`src/cbd_pkg.sv`:
```
package cbd_pkg;

  // bus activity class of the current cycle
  typedef enum logic [2:0] {
    CC_FREE  = 3'h0,
    CC_FETCH = 3'h1,
    CC_READ  = 3'h2,
    CC_PUSH  = 3'h3,
    CC_POP   = 3'h4,
    CC_VECT  = 3'h5,
    CC_WRITE = 3'h6
  } cbd_cyc_t;

  // sequencer states, gray steps along fetch -> operand -> read; operand -> write flips two bits
  typedef enum logic [3:0] {
    ST_FETCH = 4'h0,
    ST_OPND  = 4'h1,
    ST_READ  = 4'h3,
    ST_WRITE = 4'h2,
    ST_CALC  = 4'h6,
    ST_REL   = 4'h7,
    ST_PUSH  = 4'h5,
    ST_POP   = 4'h4,
    ST_VHI   = 4'hC,
    ST_VLO   = 4'hD
  } cbd_state_t;

  typedef enum logic [3:0] {
    AM_INH, AM_IMM, AM_DIR, AM_EXT, AM_IX, AM_IX1, AM_IX2,
    AM_SP1, AM_SP2, AM_IXP, AM_IX1P, AM_REL
  } cbd_mode_t;

  typedef enum logic [3:0] {
    IC_ILLEGAL, IC_PREFIX, IC_ALU, IC_STORE, IC_BRANCH, IC_CBEQ,
    IC_JMP, IC_PUSH, IC_POP, IC_SWI, IC_RTI, IC_INH
  } cbd_class_t;

  // values follow the low opcode nibble of the register/memory columns
  typedef enum logic [3:0] {
    ALU_SUB = 4'h0, ALU_CMP = 4'h1, ALU_SBC = 4'h2, ALU_CPX = 4'h3,
    ALU_AND = 4'h4, ALU_BIT = 4'h5, ALU_LDA = 4'h6, ALU_STA = 4'h7,
    ALU_EOR = 4'h8, ALU_ADC = 4'h9, ALU_ORA = 4'hA, ALU_ADD = 4'hB,
    ALU_JMP = 4'hC, ALU_NEG = 4'hD, ALU_LDX = 4'hE, ALU_STX = 4'hF
  } cbd_alu_t;

  // condition flag positions
  localparam int FLG_C = 0;
  localparam int FLG_Z = 1;
  localparam int FLG_N = 2;
  localparam int FLG_I = 3;
  localparam int FLG_H = 4;
  localparam int FLG_V = 7;
  localparam logic [7:0] FLAGS_ONES = 8'h60;
  localparam logic [7:0] FLAGS_RST  = 8'h68;

  // opcodes handled individually
  localparam logic [7:0] OPC_PAGE2    = 8'h9E;
  localparam logic [7:0] OPC_CBEQ_IX1P = 8'h61;
  localparam logic [7:0] OPC_CBEQ_IXP  = 8'h71;
  localparam logic [7:0] OPC_NEGA     = 8'h40;
  localparam logic [7:0] OPC_RTI      = 8'h80;
  localparam logic [7:0] OPC_SWI      = 8'h83;
  localparam logic [7:0] OPC_TAP      = 8'h84;
  localparam logic [7:0] OPC_TPA      = 8'h85;
  localparam logic [7:0] OPC_PULA     = 8'h86;
  localparam logic [7:0] OPC_PSHA     = 8'h87;
  localparam logic [7:0] OPC_CLC      = 8'h98;
  localparam logic [7:0] OPC_SEC      = 8'h99;
  localparam logic [7:0] OPC_CLI      = 8'h9A;
  localparam logic [7:0] OPC_SEI      = 8'h9B;
  localparam logic [7:0] OPC_NOP      = 8'h9D;

  // vectors and reset values
  localparam logic [7:0]  VEC_PAGE    = 8'hFF;
  localparam logic [7:0]  VEC_RST_LO  = 8'hFE;
  localparam logic [7:0]  VEC_SWI_LO  = 8'hFC;
  localparam logic [15:0] STACK_RST   = 16'h00FF;
  localparam logic [2:0]  SWI_FRAME   = 3'h5;

  // register port map
  localparam logic [3:0] REG_CTRL  = 4'h0;
  localparam logic [3:0] REG_PC    = 4'h1;
  localparam logic [3:0] REG_FLAGS = 4'h2;
  localparam logic [3:0] REG_ACC   = 4'h3;
  localparam logic [3:0] REG_STACK = 4'h4;
  localparam logic [3:0] REG_STATE = 4'h5;
  localparam int CTRL_RUN = 0;
  localparam logic CTRL_RUN_RST = 1'b1;

endpackage : cbd_pkg

```
`src/cbd_dec_if.sv`:
```
`timescale 1ns/1ns
interface cbd_dec_if;
  import cbd_pkg::*;
  logic [7:0] opcode;
  logic       page2;
  cbd_class_t cls;
  cbd_mode_t  mode;
  logic [1:0] nbytes;
  cbd_alu_t   alu_op;

  modport dec  (input opcode, input page2, output cls, output mode, output nbytes, output alu_op);
  modport core (output opcode, output page2, input cls, input mode, input nbytes, input alu_op);
endinterface : cbd_dec_if

```
`src/cbd_decode.sv`:
```
`timescale 1ns/1ns
module cbd_decode (
  // decode request and result
  cbd_dec_if.dec bus
);
  import cbd_pkg::*;

  function automatic cbd_class_t mem_class(input logic [3:0] lo, input logic imm);
    if (lo == 4'h7 || lo == 4'hF) mem_class = imm ? IC_ILLEGAL : IC_STORE;
    else if (lo == 4'hC) mem_class = imm ? IC_ILLEGAL : IC_JMP;
    else if (lo == 4'hD) mem_class = IC_ILLEGAL;
    else mem_class = IC_ALU;
  endfunction : mem_class

  function automatic logic [1:0] mode_bytes(input cbd_mode_t m);
    unique case (m)
      AM_EXT, AM_IX2, AM_SP2:                 mode_bytes = 2'd2;
      AM_IMM, AM_DIR, AM_IX1, AM_SP1, AM_IX1P, AM_REL: mode_bytes = 2'd1;
      default:                                mode_bytes = 2'd0;
    endcase
  endfunction : mode_bytes

  wire [3:0] hi = bus.opcode[7:4];
  wire [3:0] lo = bus.opcode[3:0];
  wire       is_branch = (hi == 4'h2) || (hi == 4'h9 && lo < 4'h4);

  always_comb begin
    bus.cls    = IC_ILLEGAL;
    bus.mode   = AM_INH;
    bus.alu_op = cbd_alu_t'(lo);
    if (bus.page2) begin
      if ((hi == 4'hD || hi == 4'hE) && lo != 4'hC) begin // [RULE_13] [RULE_14]
        bus.cls  = mem_class(lo, 1'b0);
        bus.mode = (hi == 4'hD) ? AM_SP2 : AM_SP1;
      end
    end else if (bus.opcode == OPC_PAGE2) begin
      bus.cls = IC_PREFIX; // [RULE_16]
    end else if (hi >= 4'hA) begin
      bus.cls = mem_class(lo, hi == 4'hA);
      unique case (hi)
        4'hA:    bus.mode = AM_IMM;
        4'hB:    bus.mode = AM_DIR;
        4'hC:    bus.mode = AM_EXT;
        4'hD:    bus.mode = AM_IX2; // [RULE_11]
        4'hE:    bus.mode = AM_IX1;
        default: bus.mode = AM_IX;
      endcase
    end else if (is_branch) begin
      bus.cls  = IC_BRANCH;
      bus.mode = AM_REL;
    end else begin
      unique case (bus.opcode)
        OPC_CBEQ_IXP:  begin bus.cls = IC_CBEQ; bus.mode = AM_IXP;  end // [RULE_12]
        OPC_CBEQ_IX1P: begin bus.cls = IC_CBEQ; bus.mode = AM_IX1P; end
        OPC_NEGA:      begin bus.cls = IC_ALU;  bus.alu_op = ALU_NEG; end
        OPC_PSHA:      bus.cls = IC_PUSH;
        OPC_PULA:      bus.cls = IC_POP;
        OPC_SWI:       bus.cls = IC_SWI;
        OPC_RTI:       bus.cls = IC_RTI;
        OPC_TAP, OPC_TPA, OPC_CLC, OPC_SEC, OPC_CLI, OPC_SEI, OPC_NOP: bus.cls = IC_INH;
        default:       bus.cls = IC_ILLEGAL;
      endcase
    end
  end

  // rel and post-increment offsets are counted here too
  assign bus.nbytes = mode_bytes(bus.mode); // [RULE_09]

endmodule : cbd_decode

```
`src/cbd_alu.sv`:
```
`timescale 1ns/1ns
module cbd_alu (
  // operation and operands
  input  wire cbd_pkg::cbd_alu_t op,
  input  wire logic [7:0]        lhs,
  input  wire logic [7:0]        rhs,
  input  wire logic [7:0]        flags_in,
  // result
  output logic [7:0]             res,
  output logic [7:0]             flags_out,
  output logic                   wr_a,
  output logic                   wr_x
);
  import cbd_pkg::*;

  wire       sub   = op inside {ALU_SUB, ALU_CMP, ALU_SBC, ALU_CPX, ALU_NEG};
  wire       add   = op inside {ALU_ADD, ALU_ADC};
  wire [7:0] x     = (op == ALU_NEG) ? 8'h00 : lhs;
  // subtraction is x + ~y + 1, borrow is the inverted carry
  wire [7:0] y     = sub ? ~rhs : rhs; // [RULE_15]
  wire       cin   = sub ? ~((op == ALU_SBC) & flags_in[FLG_C]) : ((op == ALU_ADC) & flags_in[FLG_C]);
  wire [8:0] sum   = {1'b0, x} + {1'b0, y} + {8'h00, cin};
  wire [4:0] half  = {1'b0, x[3:0]} + {1'b0, y[3:0]} + {4'h0, cin};

  always_comb begin
    unique case (op)
      ALU_AND, ALU_BIT: res = lhs & rhs;
      ALU_EOR:          res = lhs ^ rhs;
      ALU_ORA:          res = lhs | rhs;
      ALU_LDA, ALU_LDX: res = rhs;
      ALU_STA, ALU_STX: res = lhs;
      default:          res = sum[7:0];
    endcase
  end

  always_comb begin
    flags_out        = flags_in;
    flags_out[FLG_N] = res[7]; // [RULE_08]
    flags_out[FLG_Z] = (res == 8'h00);
    flags_out[FLG_V] = 1'b0;
    if (sub || add) begin
      flags_out[FLG_V] = (x[7] == y[7]) && (sum[7] != x[7]);
      flags_out[FLG_C] = sub ? ~sum[8] : sum[8];
    end
    if (add) flags_out[FLG_H] = half[4];
  end

  assign wr_a = op inside {ALU_SUB, ALU_SBC, ALU_AND, ALU_LDA, ALU_EOR, ALU_ADC, ALU_ORA, ALU_ADD, ALU_NEG};
  assign wr_x = (op == ALU_LDX);

endmodule : cbd_alu

```
`src/cbd_core.sv`:
```
// The placing of the registers and the strobed register port were chosen for this implementation.
`timescale 1ns/1ns
// Function
// RULE_01: free cycle needs no bus, lasts one clock, performed as a read
// RULE_02: program fetch reads next program location and advances the counter by one
// RULE_03: operand read moves one byte from memory in one bus cycle
// RULE_04: operand write moves one byte to memory in one bus cycle
// RULE_05: push writes one byte at the stack location; longer saves repeat it
// RULE_06: pop reads one byte from the stack; longer restores repeat it
// RULE_07: vectors come from the top page, high byte first
// RULE_08: flags register holds overflow, half-carry, mask, negative, zero, carry
// RULE_09: operands after the opcode are one or two bytes by addressing mode
// RULE_10: relative branch adds one signed offset byte to the program counter
// RULE_11: indexed modes take no, byte or word offset added to index pair
// RULE_12: post-increment indexed modes access via index then increment it
// RULE_13: stack-relative mode adds a byte offset to the stack pointer
// RULE_14: stack-relative mode also adds a word offset to the stack pointer
// RULE_15: subtraction and negation use two's complement for results and flags
// RULE_16: second-page opcodes are only recognised after the page prefix byte
// RULE_17: each opcode maps to mode, byte count and its bus-cycle sequence
module cbd_core (
  // clock and reset
  input  wire logic              clock,
  input  wire logic              resetn,
  // memory bus
  output logic [15:0]            mem_addr,
  output logic                   mem_rd,
  output logic                   mem_wr,
  output logic [7:0]             mem_wdata,
  input  wire logic [7:0]        mem_rdata,
  output cbd_pkg::cbd_cyc_t      cyc_class,
  // register port
  input  wire logic [3:0]        reg_addr,
  input  wire logic [15:0]       reg_wdata,
  input  wire logic              reg_wr,
  input  wire logic              reg_rd,
  output logic [15:0]            reg_rdata
);
  import cbd_pkg::*;

  cbd_state_t  state_q, state_d;
  logic [7:0]  a_q, a_d, flags_q, flags_d, opc_q, opc_d, tmp_q, tmp_d, vec_q, vec_d;
  logic [15:0] hx_q, hx_d, sp_q, sp_d, pc_q, pc_d, opnd_q, opnd_d, ea_q, ea_d;
  logic [2:0]  cnt_q, cnt_d;
  logic        page2_q, page2_d, run_q;
  logic [15:0] reg_rdata_q;

  function automatic logic [15:0] rel_target(input logic [15:0] pc, input logic [7:0] off);
    rel_target = pc + 16'h0001 + {{8{off[7]}}, off};
  endfunction : rel_target

  function automatic logic br_taken(input logic [4:0] c, input logic [7:0] f);
    logic base;
    logic nv;
    nv = f[FLG_N] ^ f[FLG_V];
    unique case (c[4:1])
      4'h0:    base = 1'b1;
      4'h1:    base = ~(f[FLG_C] | f[FLG_Z]);
      4'h2:    base = ~f[FLG_C];
      4'h3:    base = ~f[FLG_Z];
      4'h4:    base = ~f[FLG_H];
      4'h5:    base = ~f[FLG_N];
      4'h6:    base = ~f[FLG_I];
      4'h8:    base = ~nv;
      4'h9:    base = ~(f[FLG_Z] | nv);
      default: base = 1'b0;
    endcase
    br_taken = base ^ c[0];
  endfunction : br_taken

  function automatic logic [15:0] eff_addr(input cbd_mode_t m, input logic [15:0] o,
                                           input logic [15:0] hx, input logic [15:0] sp);
    unique case (m)
      AM_DIR:           eff_addr = {8'h00, o[7:0]};
      AM_IX, AM_IXP:    eff_addr = hx;
      AM_IX1, AM_IX1P:  eff_addr = hx + {8'h00, o[7:0]};
      AM_IX2:           eff_addr = hx + o;
      AM_SP1:           eff_addr = sp + {8'h00, o[7:0]};
      AM_SP2:           eff_addr = sp + o;
      default:          eff_addr = o;
    endcase
  endfunction : eff_addr

  // decoder sees the bus byte during fetch, the held opcode afterwards
  cbd_dec_if dec_bus ();
  cbd_decode u_decode (.bus(dec_bus.dec));

  wire fetch_st  = (state_q == ST_FETCH);
  assign dec_bus.opcode = fetch_st ? mem_rdata : opc_q;
  assign dec_bus.page2  = fetch_st ? (opc_q == OPC_PAGE2) : page2_q;

  wire [15:0] opnd_full = fetch_st ? 16'h0000 : {opnd_q[7:0], mem_rdata};
  wire [15:0] ea_now    = eff_addr(dec_bus.mode, opnd_full, hx_q, sp_q); // [RULE_11] [RULE_13] [RULE_14]
  wire        dispatch  = run_q && dec_bus.cls != IC_PREFIX &&
                          (fetch_st ? (dec_bus.nbytes == 2'd0) : (state_q == ST_OPND && cnt_q == 3'h1));

  // alu
  wire       lhs_is_x = dec_bus.alu_op inside {ALU_CPX, ALU_LDX, ALU_STX};
  wire [7:0] alu_lhs  = lhs_is_x ? hx_q[7:0] : a_q;
  wire [7:0] alu_rhs  = (dec_bus.alu_op == ALU_NEG) ? a_q : mem_rdata;
  logic [7:0] alu_res, alu_flags;
  logic       alu_wr_a, alu_wr_x;

  cbd_alu u_alu (
    .op        (dec_bus.alu_op),
    .lhs       (alu_lhs),
    .rhs       (alu_rhs),
    .flags_in  (flags_q),
    .res       (alu_res),
    .flags_out (alu_flags),
    .wr_a      (alu_wr_a),
    .wr_x      (alu_wr_x)
  );

  wire alu_now = dec_bus.mode inside {AM_IMM, AM_INH};
  wire alu_exec = run_q && (((dec_bus.cls == IC_ALU) && ((dispatch && alu_now) || state_q == ST_READ)) ||
                            ((dec_bus.cls == IC_STORE) && state_q == ST_WRITE));

  // interrupt frame: slot 1 flags, 2 acc, 3 index low, 4 pc high, 5 pc low
  wire [2:0] pop_slot = 3'h6 - cnt_q;
  wire [7:0] push_byte = (dec_bus.cls == IC_PUSH) ? a_q :
                         (cnt_q == 3'h5) ? pc_q[7:0] :
                         (cnt_q == 3'h4) ? pc_q[15:8] :
                         (cnt_q == 3'h3) ? hx_q[7:0] :
                         (cnt_q == 3'h2) ? a_q : flags_q;

  // bus drive
  always_comb begin
    mem_addr  = pc_q;
    mem_rd    = run_q;
    mem_wr    = 1'b0;
    mem_wdata = 8'h00;
    cyc_class = CC_FREE; // [RULE_01]
    unique case (state_q)
      ST_FETCH, ST_OPND, ST_REL: cyc_class = CC_FETCH;
      ST_READ:  begin mem_addr = ea_q; cyc_class = CC_READ; end // [RULE_03]
      ST_WRITE: begin
        mem_addr  = ea_q;
        mem_rd    = 1'b0;
        mem_wr    = run_q;
        mem_wdata = alu_res; // [RULE_04]
        cyc_class = CC_WRITE;
      end
      ST_PUSH:  begin
        mem_addr  = sp_q;
        mem_rd    = 1'b0;
        mem_wr    = run_q;
        mem_wdata = push_byte; // [RULE_05]
        cyc_class = CC_PUSH;
      end
      ST_POP:   begin mem_addr = sp_q + 16'h0001; cyc_class = CC_POP; end // [RULE_06]
      ST_VHI:   begin mem_addr = {VEC_PAGE, vec_q}; cyc_class = CC_VECT; end // [RULE_07]
      ST_VLO:   begin mem_addr = {VEC_PAGE, vec_q + 8'h01}; cyc_class = CC_VECT; end
      default:  ;
    endcase
  end

  // sequencer and datapath next values
  always_comb begin
    state_d = state_q;
    a_d     = a_q;
    flags_d = flags_q;
    hx_d    = hx_q;
    sp_d    = sp_q;
    pc_d    = pc_q;
    opc_d   = opc_q;
    opnd_d  = opnd_q;
    ea_d    = ea_q;
    tmp_d   = tmp_q;
    cnt_d   = cnt_q;
    page2_d = page2_q;
    vec_d   = vec_q;
    if (run_q) begin
      unique case (state_q)
        ST_VHI:   begin pc_d[15:8] = mem_rdata; state_d = ST_VLO; end // [RULE_07]
        ST_VLO:   begin pc_d[7:0] = mem_rdata; state_d = ST_FETCH; end
        ST_FETCH: begin
          pc_d    = pc_q + 16'h0001; // [RULE_02]
          opc_d   = mem_rdata;
          opnd_d  = 16'h0000;
          cnt_d   = {1'b0, dec_bus.nbytes};
          page2_d = dec_bus.page2; // [RULE_16]
          if (dec_bus.cls != IC_PREFIX && dec_bus.nbytes != 2'd0) state_d = ST_OPND; // [RULE_09]
        end
        ST_OPND:  begin
          pc_d   = pc_q + 16'h0001;
          opnd_d = {opnd_q[7:0], mem_rdata};
          cnt_d  = cnt_q - 3'h1;
        end
        ST_READ:  begin
          state_d = ST_FETCH;
          if (dec_bus.cls == IC_CBEQ) begin
            tmp_d   = mem_rdata;
            hx_d    = hx_q + 16'h0001; // [RULE_12]
            state_d = ST_REL;
          end
        end
        ST_REL:   begin
          pc_d    = (a_q == tmp_q) ? rel_target(pc_q, mem_rdata) : pc_q + 16'h0001; // [RULE_10]
          state_d = ST_FETCH;
        end
        ST_PUSH:  begin
          sp_d  = sp_q - 16'h0001; // [RULE_05]
          cnt_d = cnt_q - 3'h1;
          if (cnt_q == 3'h1) begin
            state_d = ST_FETCH;
            if (dec_bus.cls == IC_SWI) begin
              flags_d[FLG_I] = 1'b1;
              vec_d          = VEC_SWI_LO;
              state_d        = ST_VHI; // [RULE_17]
            end
          end
        end
        ST_POP:   begin
          sp_d  = sp_q + 16'h0001; // [RULE_06]
          cnt_d = cnt_q - 3'h1;
          if (dec_bus.cls == IC_POP) a_d = mem_rdata;
          else begin
            unique case (pop_slot)
              3'h1:    flags_d = mem_rdata | FLAGS_ONES;
              3'h2:    a_d = mem_rdata;
              3'h3:    hx_d[7:0] = mem_rdata;
              3'h4:    pc_d[15:8] = mem_rdata;
              default: pc_d[7:0] = mem_rdata;
            endcase
          end
          if (cnt_q == 3'h1) state_d = ST_FETCH;
        end
        default:  state_d = ST_FETCH; // write, free cycle and illegal codes
      endcase
      if (dispatch) begin // [RULE_17]
        ea_d    = ea_now;
        state_d = ST_FETCH;
        unique case (dec_bus.cls)
          IC_ALU:    if (!alu_now) state_d = ST_READ;
          IC_STORE:  state_d = ST_WRITE;
          IC_CBEQ:   state_d = ST_READ;
          IC_BRANCH: begin
            if (br_taken({opc_q[7], opc_q[3:0]}, flags_q)) pc_d = rel_target(pc_q, mem_rdata); // [RULE_10]
            state_d = ST_CALC;
          end
          IC_JMP:    pc_d = ea_now;
          IC_PUSH:   begin state_d = ST_PUSH; cnt_d = 3'h1; end
          IC_POP:    begin state_d = ST_POP;  cnt_d = 3'h1; end
          IC_SWI:    begin state_d = ST_PUSH; cnt_d = SWI_FRAME; end
          IC_RTI:    begin state_d = ST_POP;  cnt_d = SWI_FRAME; end
          IC_INH:    begin
            unique case (mem_rdata)
              OPC_TAP: flags_d = a_q | FLAGS_ONES;
              OPC_TPA: a_d = flags_q;
              OPC_CLC: flags_d[FLG_C] = 1'b0;
              OPC_SEC: flags_d[FLG_C] = 1'b1;
              OPC_CLI: flags_d[FLG_I] = 1'b0;
              OPC_SEI: flags_d[FLG_I] = 1'b1;
              default: ;
            endcase
          end
          default:   ;
        endcase
      end
      if (alu_exec) begin
        flags_d = alu_flags; // [RULE_08] [RULE_15]
        if (alu_wr_a) a_d = alu_res;
        if (alu_wr_x) hx_d[7:0] = alu_res;
      end
    end
  end

  always_ff @(posedge clock or negedge resetn) begin
    if (!resetn) begin
      state_q <= ST_VHI;
      a_q     <= 8'h00;
      flags_q <= FLAGS_RST;
      hx_q    <= 16'h0000;
      sp_q    <= STACK_RST;
      pc_q    <= 16'h0000;
      opc_q   <= 8'h00;
      opnd_q  <= 16'h0000;
      ea_q    <= 16'h0000;
      tmp_q   <= 8'h00;
      cnt_q   <= 3'h0;
      page2_q <= 1'b0;
      vec_q   <= VEC_RST_LO;
    end else begin
      state_q <= state_d;
      a_q     <= a_d;
      flags_q <= flags_d;
      hx_q    <= hx_d;
      sp_q    <= sp_d;
      pc_q    <= pc_d;
      opc_q   <= opc_d;
      opnd_q  <= opnd_d;
      ea_q    <= ea_d;
      tmp_q   <= tmp_d;
      cnt_q   <= cnt_d;
      page2_q <= page2_d;
      vec_q   <= vec_d;
    end
  end

  // register port; halting freezes the sequencer between cycles
  wire [15:0] reg_mux = (reg_addr == REG_CTRL)  ? {15'h0000, run_q} :
                        (reg_addr == REG_PC)    ? pc_q :
                        (reg_addr == REG_FLAGS) ? {8'h00, flags_q} :
                        (reg_addr == REG_ACC)   ? {a_q, hx_q[7:0]} :
                        (reg_addr == REG_STACK) ? sp_q :
                        (reg_addr == REG_STATE) ? {9'h000, cyc_class, state_q} : 16'h0000;

  always_ff @(posedge clock or negedge resetn) begin
    if (!resetn) begin
      run_q       <= CTRL_RUN_RST;
      reg_rdata_q <= 16'h0000;
    end else begin
      if (reg_wr && reg_addr == REG_CTRL) run_q <= reg_wdata[CTRL_RUN];
      reg_rdata_q <= reg_rd ? reg_mux : 16'h0000;
    end
  end

  assign reg_rdata = reg_rdata_q;

endmodule : cbd_core

```
`config.mk`:
```
export PLATFORM = sky130hd
export DESIGN_NAME = cbd_core
export DESIGN_NICKNAME = d
export VERILOG_FILES = /design/src/cbd_pkg.sv /design/src/cbd_dec_if.sv /design/src/cbd_decode.sv /design/src/cbd_alu.sv /design/src/cbd_core.sv
export SDC_FILE = /design/constraint.sdc
export NUM_CORES = 1
export LEC_CHECK = 0
export ABC_AREA = 1
export BUFFER_PORTS_ARGS = -buffer_cell sky130_fd_sc_hd__buf_2
export CORE_AREA = 2 2 208 159
export DETAILED_ROUTE_END_ITERATION = 6
export DIE_AREA = 0 0 210 161
export GPL_ROUTABILITY_DRIVEN = 0
export PLACE_DENSITY_LB_ADDON = 0.08
export SLEW_MARGIN = 20
export SYNTH_ARGS = -nofsm -noshare
export SYNTH_HDL_FRONTEND = slang
export SYNTH_SLANG_ARGS = --single-unit
```
`constraint.sdc`:
```
create_clock -name clock -period 28 [get_ports clock]
set_input_delay 8.4 -clock clock [delete_from_list [all_inputs] [get_ports clock]]
set_output_delay 8.4 -clock clock [all_outputs]
set_load 0.02 [all_outputs]
```
==> summary.json <==
{
  "clock_tree": {
    "cts_resized": 0,
    "postCtsHoldBufs": 0,
    "cts_num_sinks": 130,
    "ctsRootBufferMaster": "sky130_fd_sc_hd__clkbuf_16",
    "clkLatencyLatePin_ps": 470,
    "tritoncts_clock_tree": "done",
    "clock_pin_slew_on_the_worst_setup_and_hold_paths_ps": 70,
    "clock_tree.buffer_depth": 2,
    "cts_htree_levels": 4,
    "total_cts_buffers": 17,
    "cts.repair_timing.setup_buffer_count": 0
  },
  "final_layout": {
    "layout.cells.most_common": "sky130_fd_sc_hd__nand2_1",
    "finish.net_count": 2690,
    "fraction_of_layout_cells_with_a_size_suffix_above_1_pct": 9.83,
    "areaGrowthSynthToFinish_pct": 7.35,
    "layout.cells.non_filler": 2997,
    "layout_common_cells": "sky130_fd_sc_hd__nand2_1, sky130_fd_sc_hd__nor2_1, sky130_fd_sc_hd__inv_1",
    "fillerInstances": 3305,
    "antenna_cells_inserted": 0,
    "ff_latch_area_mm2": 0.00327,
    "multi_input_comb_area_mm2": 0.0109
  },
  "sta": {
    "final-setup-viol-count": 0,
    "postLayoutSetupSlackWorst_ps": 5830,
    "finalHoldViolCount": 0,
    "rsz_0062_raised_after_global_routing": "no",
    "timing.slew.headroom_pct": 21.9,
    "min_period_ps": 22170,
    "fin_crit_sh_pct": 79.2,
    "final.setup_skew_ps": 22.5,
    "timing.setup.tns_ps": 0,
    "worstMarginPinSlew_ps": 1160,
    "fmax_ghz": 0.0451,
    "max_slew_violations": 0
  },
  "grt": {
    "met1_usage_pct": 52.9,
    "grt_met3_usage_pct": 11.5,
    "grt.busiest_layer": "met2",
    "grt_start_max_net_pins": 76,
    "globalRouteTotalUtil_pct": 38.2,
    "number_of_global_route_vias_before_repair": 16700,
    "global_route_wire_length_before_repair_mm": 98.5,
    "antenna_violations_before_repair": 2,
    "grtUsageMet2_pct": 54.3,
    "grt_overflow_total": 0
  },
  "route": {
    "drt-wirelength-per-cell_um": 21.6,
    "drc": 0,
    "drt_iter0_markers": 2341,
    "route.vias.total": 18500,
    "routed_wl_mm": 64.7,
    "firstDrtPassIters": 7,
    "route.detailed.vias_per_inst": 6.17,
    "antenna_left": 0
  },
  "die": {
    "boundary_pin_count": 77,
    "placementRows": 57,
    "start_util_pct": 49.0,
    "floorplan.die_area_mm2": 0.0338,
    "die_h_um": 161,
    "design.core.area_mm2": 0.0319,
    "die_w_um": 210
  },
  "synth": {
    "synthFlopType": "sky130_fd_sc_hd__dfrtp_1",
    "yosysWarnings": 0,
    "synth_top_cell_area_share_pct": 18.4,
    "synth-edff-count": 0,
    "yosys_register_bits": 130,
    "synth_cells": 2560,
    "syn-num-nets": 2679,
    "postSynthAreaPerCell_um2": 6.10,
    "synth_sequential_area_ratio_pct": 21.0,
    "post-synth-top-area-cell": "sky130_fd_sc_hd__dfrtp_1",
    "postSynth.asyncResetShare_pct": 100,
    "yosys.cell_types.count": 63,
    "ys_top_cells_by_area": "sky130_fd_sc_hd__dfrtp_1, sky130_fd_sc_hd__nand2_1, sky130_fd_sc_hd__o21ai_0, sky130_fd_sc_hd__nor2_1, sky130_fd_sc_hd__ha_1",
    "mappedNetlistArea_mm2": 0.0156
  },
  "power": {
    "power_density_mw_per_mm2": 150,
    "p_leak_nw": 8.24,
    "power.ir.vdd_worst_uv": 91.0
  },
  "critical_path": {
    "critPathRequiredTime_ps": 19600,
    "rr_endpoint": "flags_q[1]$_DFFE_PN0P_",
    "classification_of_the_worst_setup_path": "in2out",
    "timing.critical_path.fanout_max": 23,
    "regToRegStartpoint": "state_q[1]$_DFFE_PN0P_",
    "end_kind": "primary output",
    "timing.critical_path.arrival_ps": 13770,
    "r2r_slack_ps": 21710,
    "r2r_cells": 25,
    "cp-start-kind": "primary input"
  },
  "hold_path": {
    "whs_path_depth": 2,
    "hold_path_startpoint": "vec_q[1]$_DFFE_PN1P_",
    "timing.hold.worst.class": "reg2reg",
    "timing.hold.worst_endpoint": "vec_q[1]$_DFFE_PN1P_"
  },
  "place": {
    "io_buffers": 61,
    "dp_worst_setup_slack_ps": 6100,
    "detailedPlacementHpwl_mm": 48.4,
    "dp.cells": 2965
  },
  "run_status": {
    "run_status": "finished, final reports clean"
  },
  "run": {
    "maxCapViolations": 0
  }
}
-- worst max path at each step --
stage                  from  slack [ps]      endpoint  cells after the start
2_1_floorplan  mem_rdata[4]        7280  mem_wdata[6]                     25
3_3_place_gp   mem_rdata[3]        6160  mem_wdata[6]                     24
3_5_place_dp   mem_rdata[3]        6100  mem_wdata[6]                     24
4_1_cts        mem_rdata[3]        6060  mem_wdata[6]                     24
5_1_grt        mem_rdata[3]        5470  mem_wdata[6]                     24
6_report       mem_rdata[3]        5830  mem_wdata[6]                     24
-- logic make-up (layout without fill, tap and decap cells) --
logic type,count (synthesis),count (layout),synth area share [%]
AO/OA/AOI/OAI,561,561,20.7
XOR/XNOR,62,62,3.48
adder cells (fa/ha/maj),87,87,7.21
buffers and inverters,374,398,9.62
flip-flops,130,130,21.0
multiplexers,1,1,0.0641
AND/OR/NAND/NOR,1345,1345,37.9
-- through the flow --
step	hold slack, ps	total power [mW]	utilization (%)	area, um^2
6_report	474	2.51	52.6	16800
3_5_place_dp	463	2.19	50.7	16200
4_1_cts	472	2.43	52.6	16800
2_1_floorplan	443	1.66	-	15600
5_1_grt	504	2.69	52.6	16800
3_3_place_gp	456	2.16	50.7	16200
-- synthesized netlist by cell type (all sizes together) (2+ instances only) --
cell type    n
nor3        39
a31oi       19
dfrtp      115
inv        280
a22o         3
nor4        10
buf         30
o221ai      15
clkinv       7
nand3      199
fa           5
a221oi      10
o21a         4
a22oi        2
or2         19
o22ai       20
xnor2       22
dfstp       15
o2111ai      7
xor2        40
o211ai      36
a21oi      151
a211oi      27
nor2       297
clkbuf      57
nand2      739
o2bb2ai      2
and3         2
o21ai      254
nand4       38
ha          82
o31ai        4
-- flip-flops by register name (all words and copies together) (netlist names), 3 cells and up --
register	count
pc_q	16
tmp_q	8
hx_q	16
sp_q	16
opnd_q	8
state_q	4
flags_q	8
a_q	8
cnt_q	3
ea_q	16
reg_rdata	16
opc_q	8
-- critical path, stage by stage --
cell                       delay (ps)
sky130_fd_sc_hd__buf_2            210
sky130_fd_sc_hd__inv_2            390
sky130_fd_sc_hd__nand3_1          150
sky130_fd_sc_hd__nand2_2          170
sky130_fd_sc_hd__nand2_2          100
sky130_fd_sc_hd__nor2_1           200
sky130_fd_sc_hd__nand3_1          240
sky130_fd_sc_hd__nand2_1          250
sky130_fd_sc_hd__nand3_2          480
sky130_fd_sc_hd__nand2_2          510
sky130_fd_sc_hd__nand2_1           90
sky130_fd_sc_hd__o21ai_0          130
sky130_fd_sc_hd__fa_1             270
sky130_fd_sc_hd__inv_1             70
sky130_fd_sc_hd__fa_1             450
sky130_fd_sc_hd__o21ai_0          480
sky130_fd_sc_hd__a21oi_1          120
sky130_fd_sc_hd__o21bai_1         180
sky130_fd_sc_hd__or2_2            140
sky130_fd_sc_hd__nand3_1           70
sky130_fd_sc_hd__nand3_1          180
sky130_fd_sc_hd__inv_1            120
sky130_fd_sc_hd__o22ai_1          160
sky130_fd_sc_hd__buf_2            200
-- report_power, final --
group | internal [mW] | total [mW] | leakage [nW] | switching [mW]
sequential | 0.255 | 0.380 | 1.65 | 0.125
combinational | 0.547 | 1.89 | 6.30 | 1.34
clock | 0.127 | 0.238 | 0.290 | 0.111
total | 0.928 | 2.51 | 8.24 | 1.58
-- per-layer routing --
layer  share of wire [%]  vias up
met5               0.036        -
met4                 4.6        4
li1                    -     8591
met3                  13      184
met1                  42     8607
met2                  41     1107
-- layout make-up --
| type | instances | share of cell area (%) |
|---|---|---|
| multi-input cells | 2056 | 64.8 |
| repair buffers | 79 | 2.66 |
| clock inverters | 15 | 0.963 |
| inverters | 287 | 6.43 |
| clock buffers | 17 | 2.54 |
| flip-flops and latches | 130 | 19.5 |
| well taps | 413 | 3.08 |
Power figures use the tool's default switching activity.
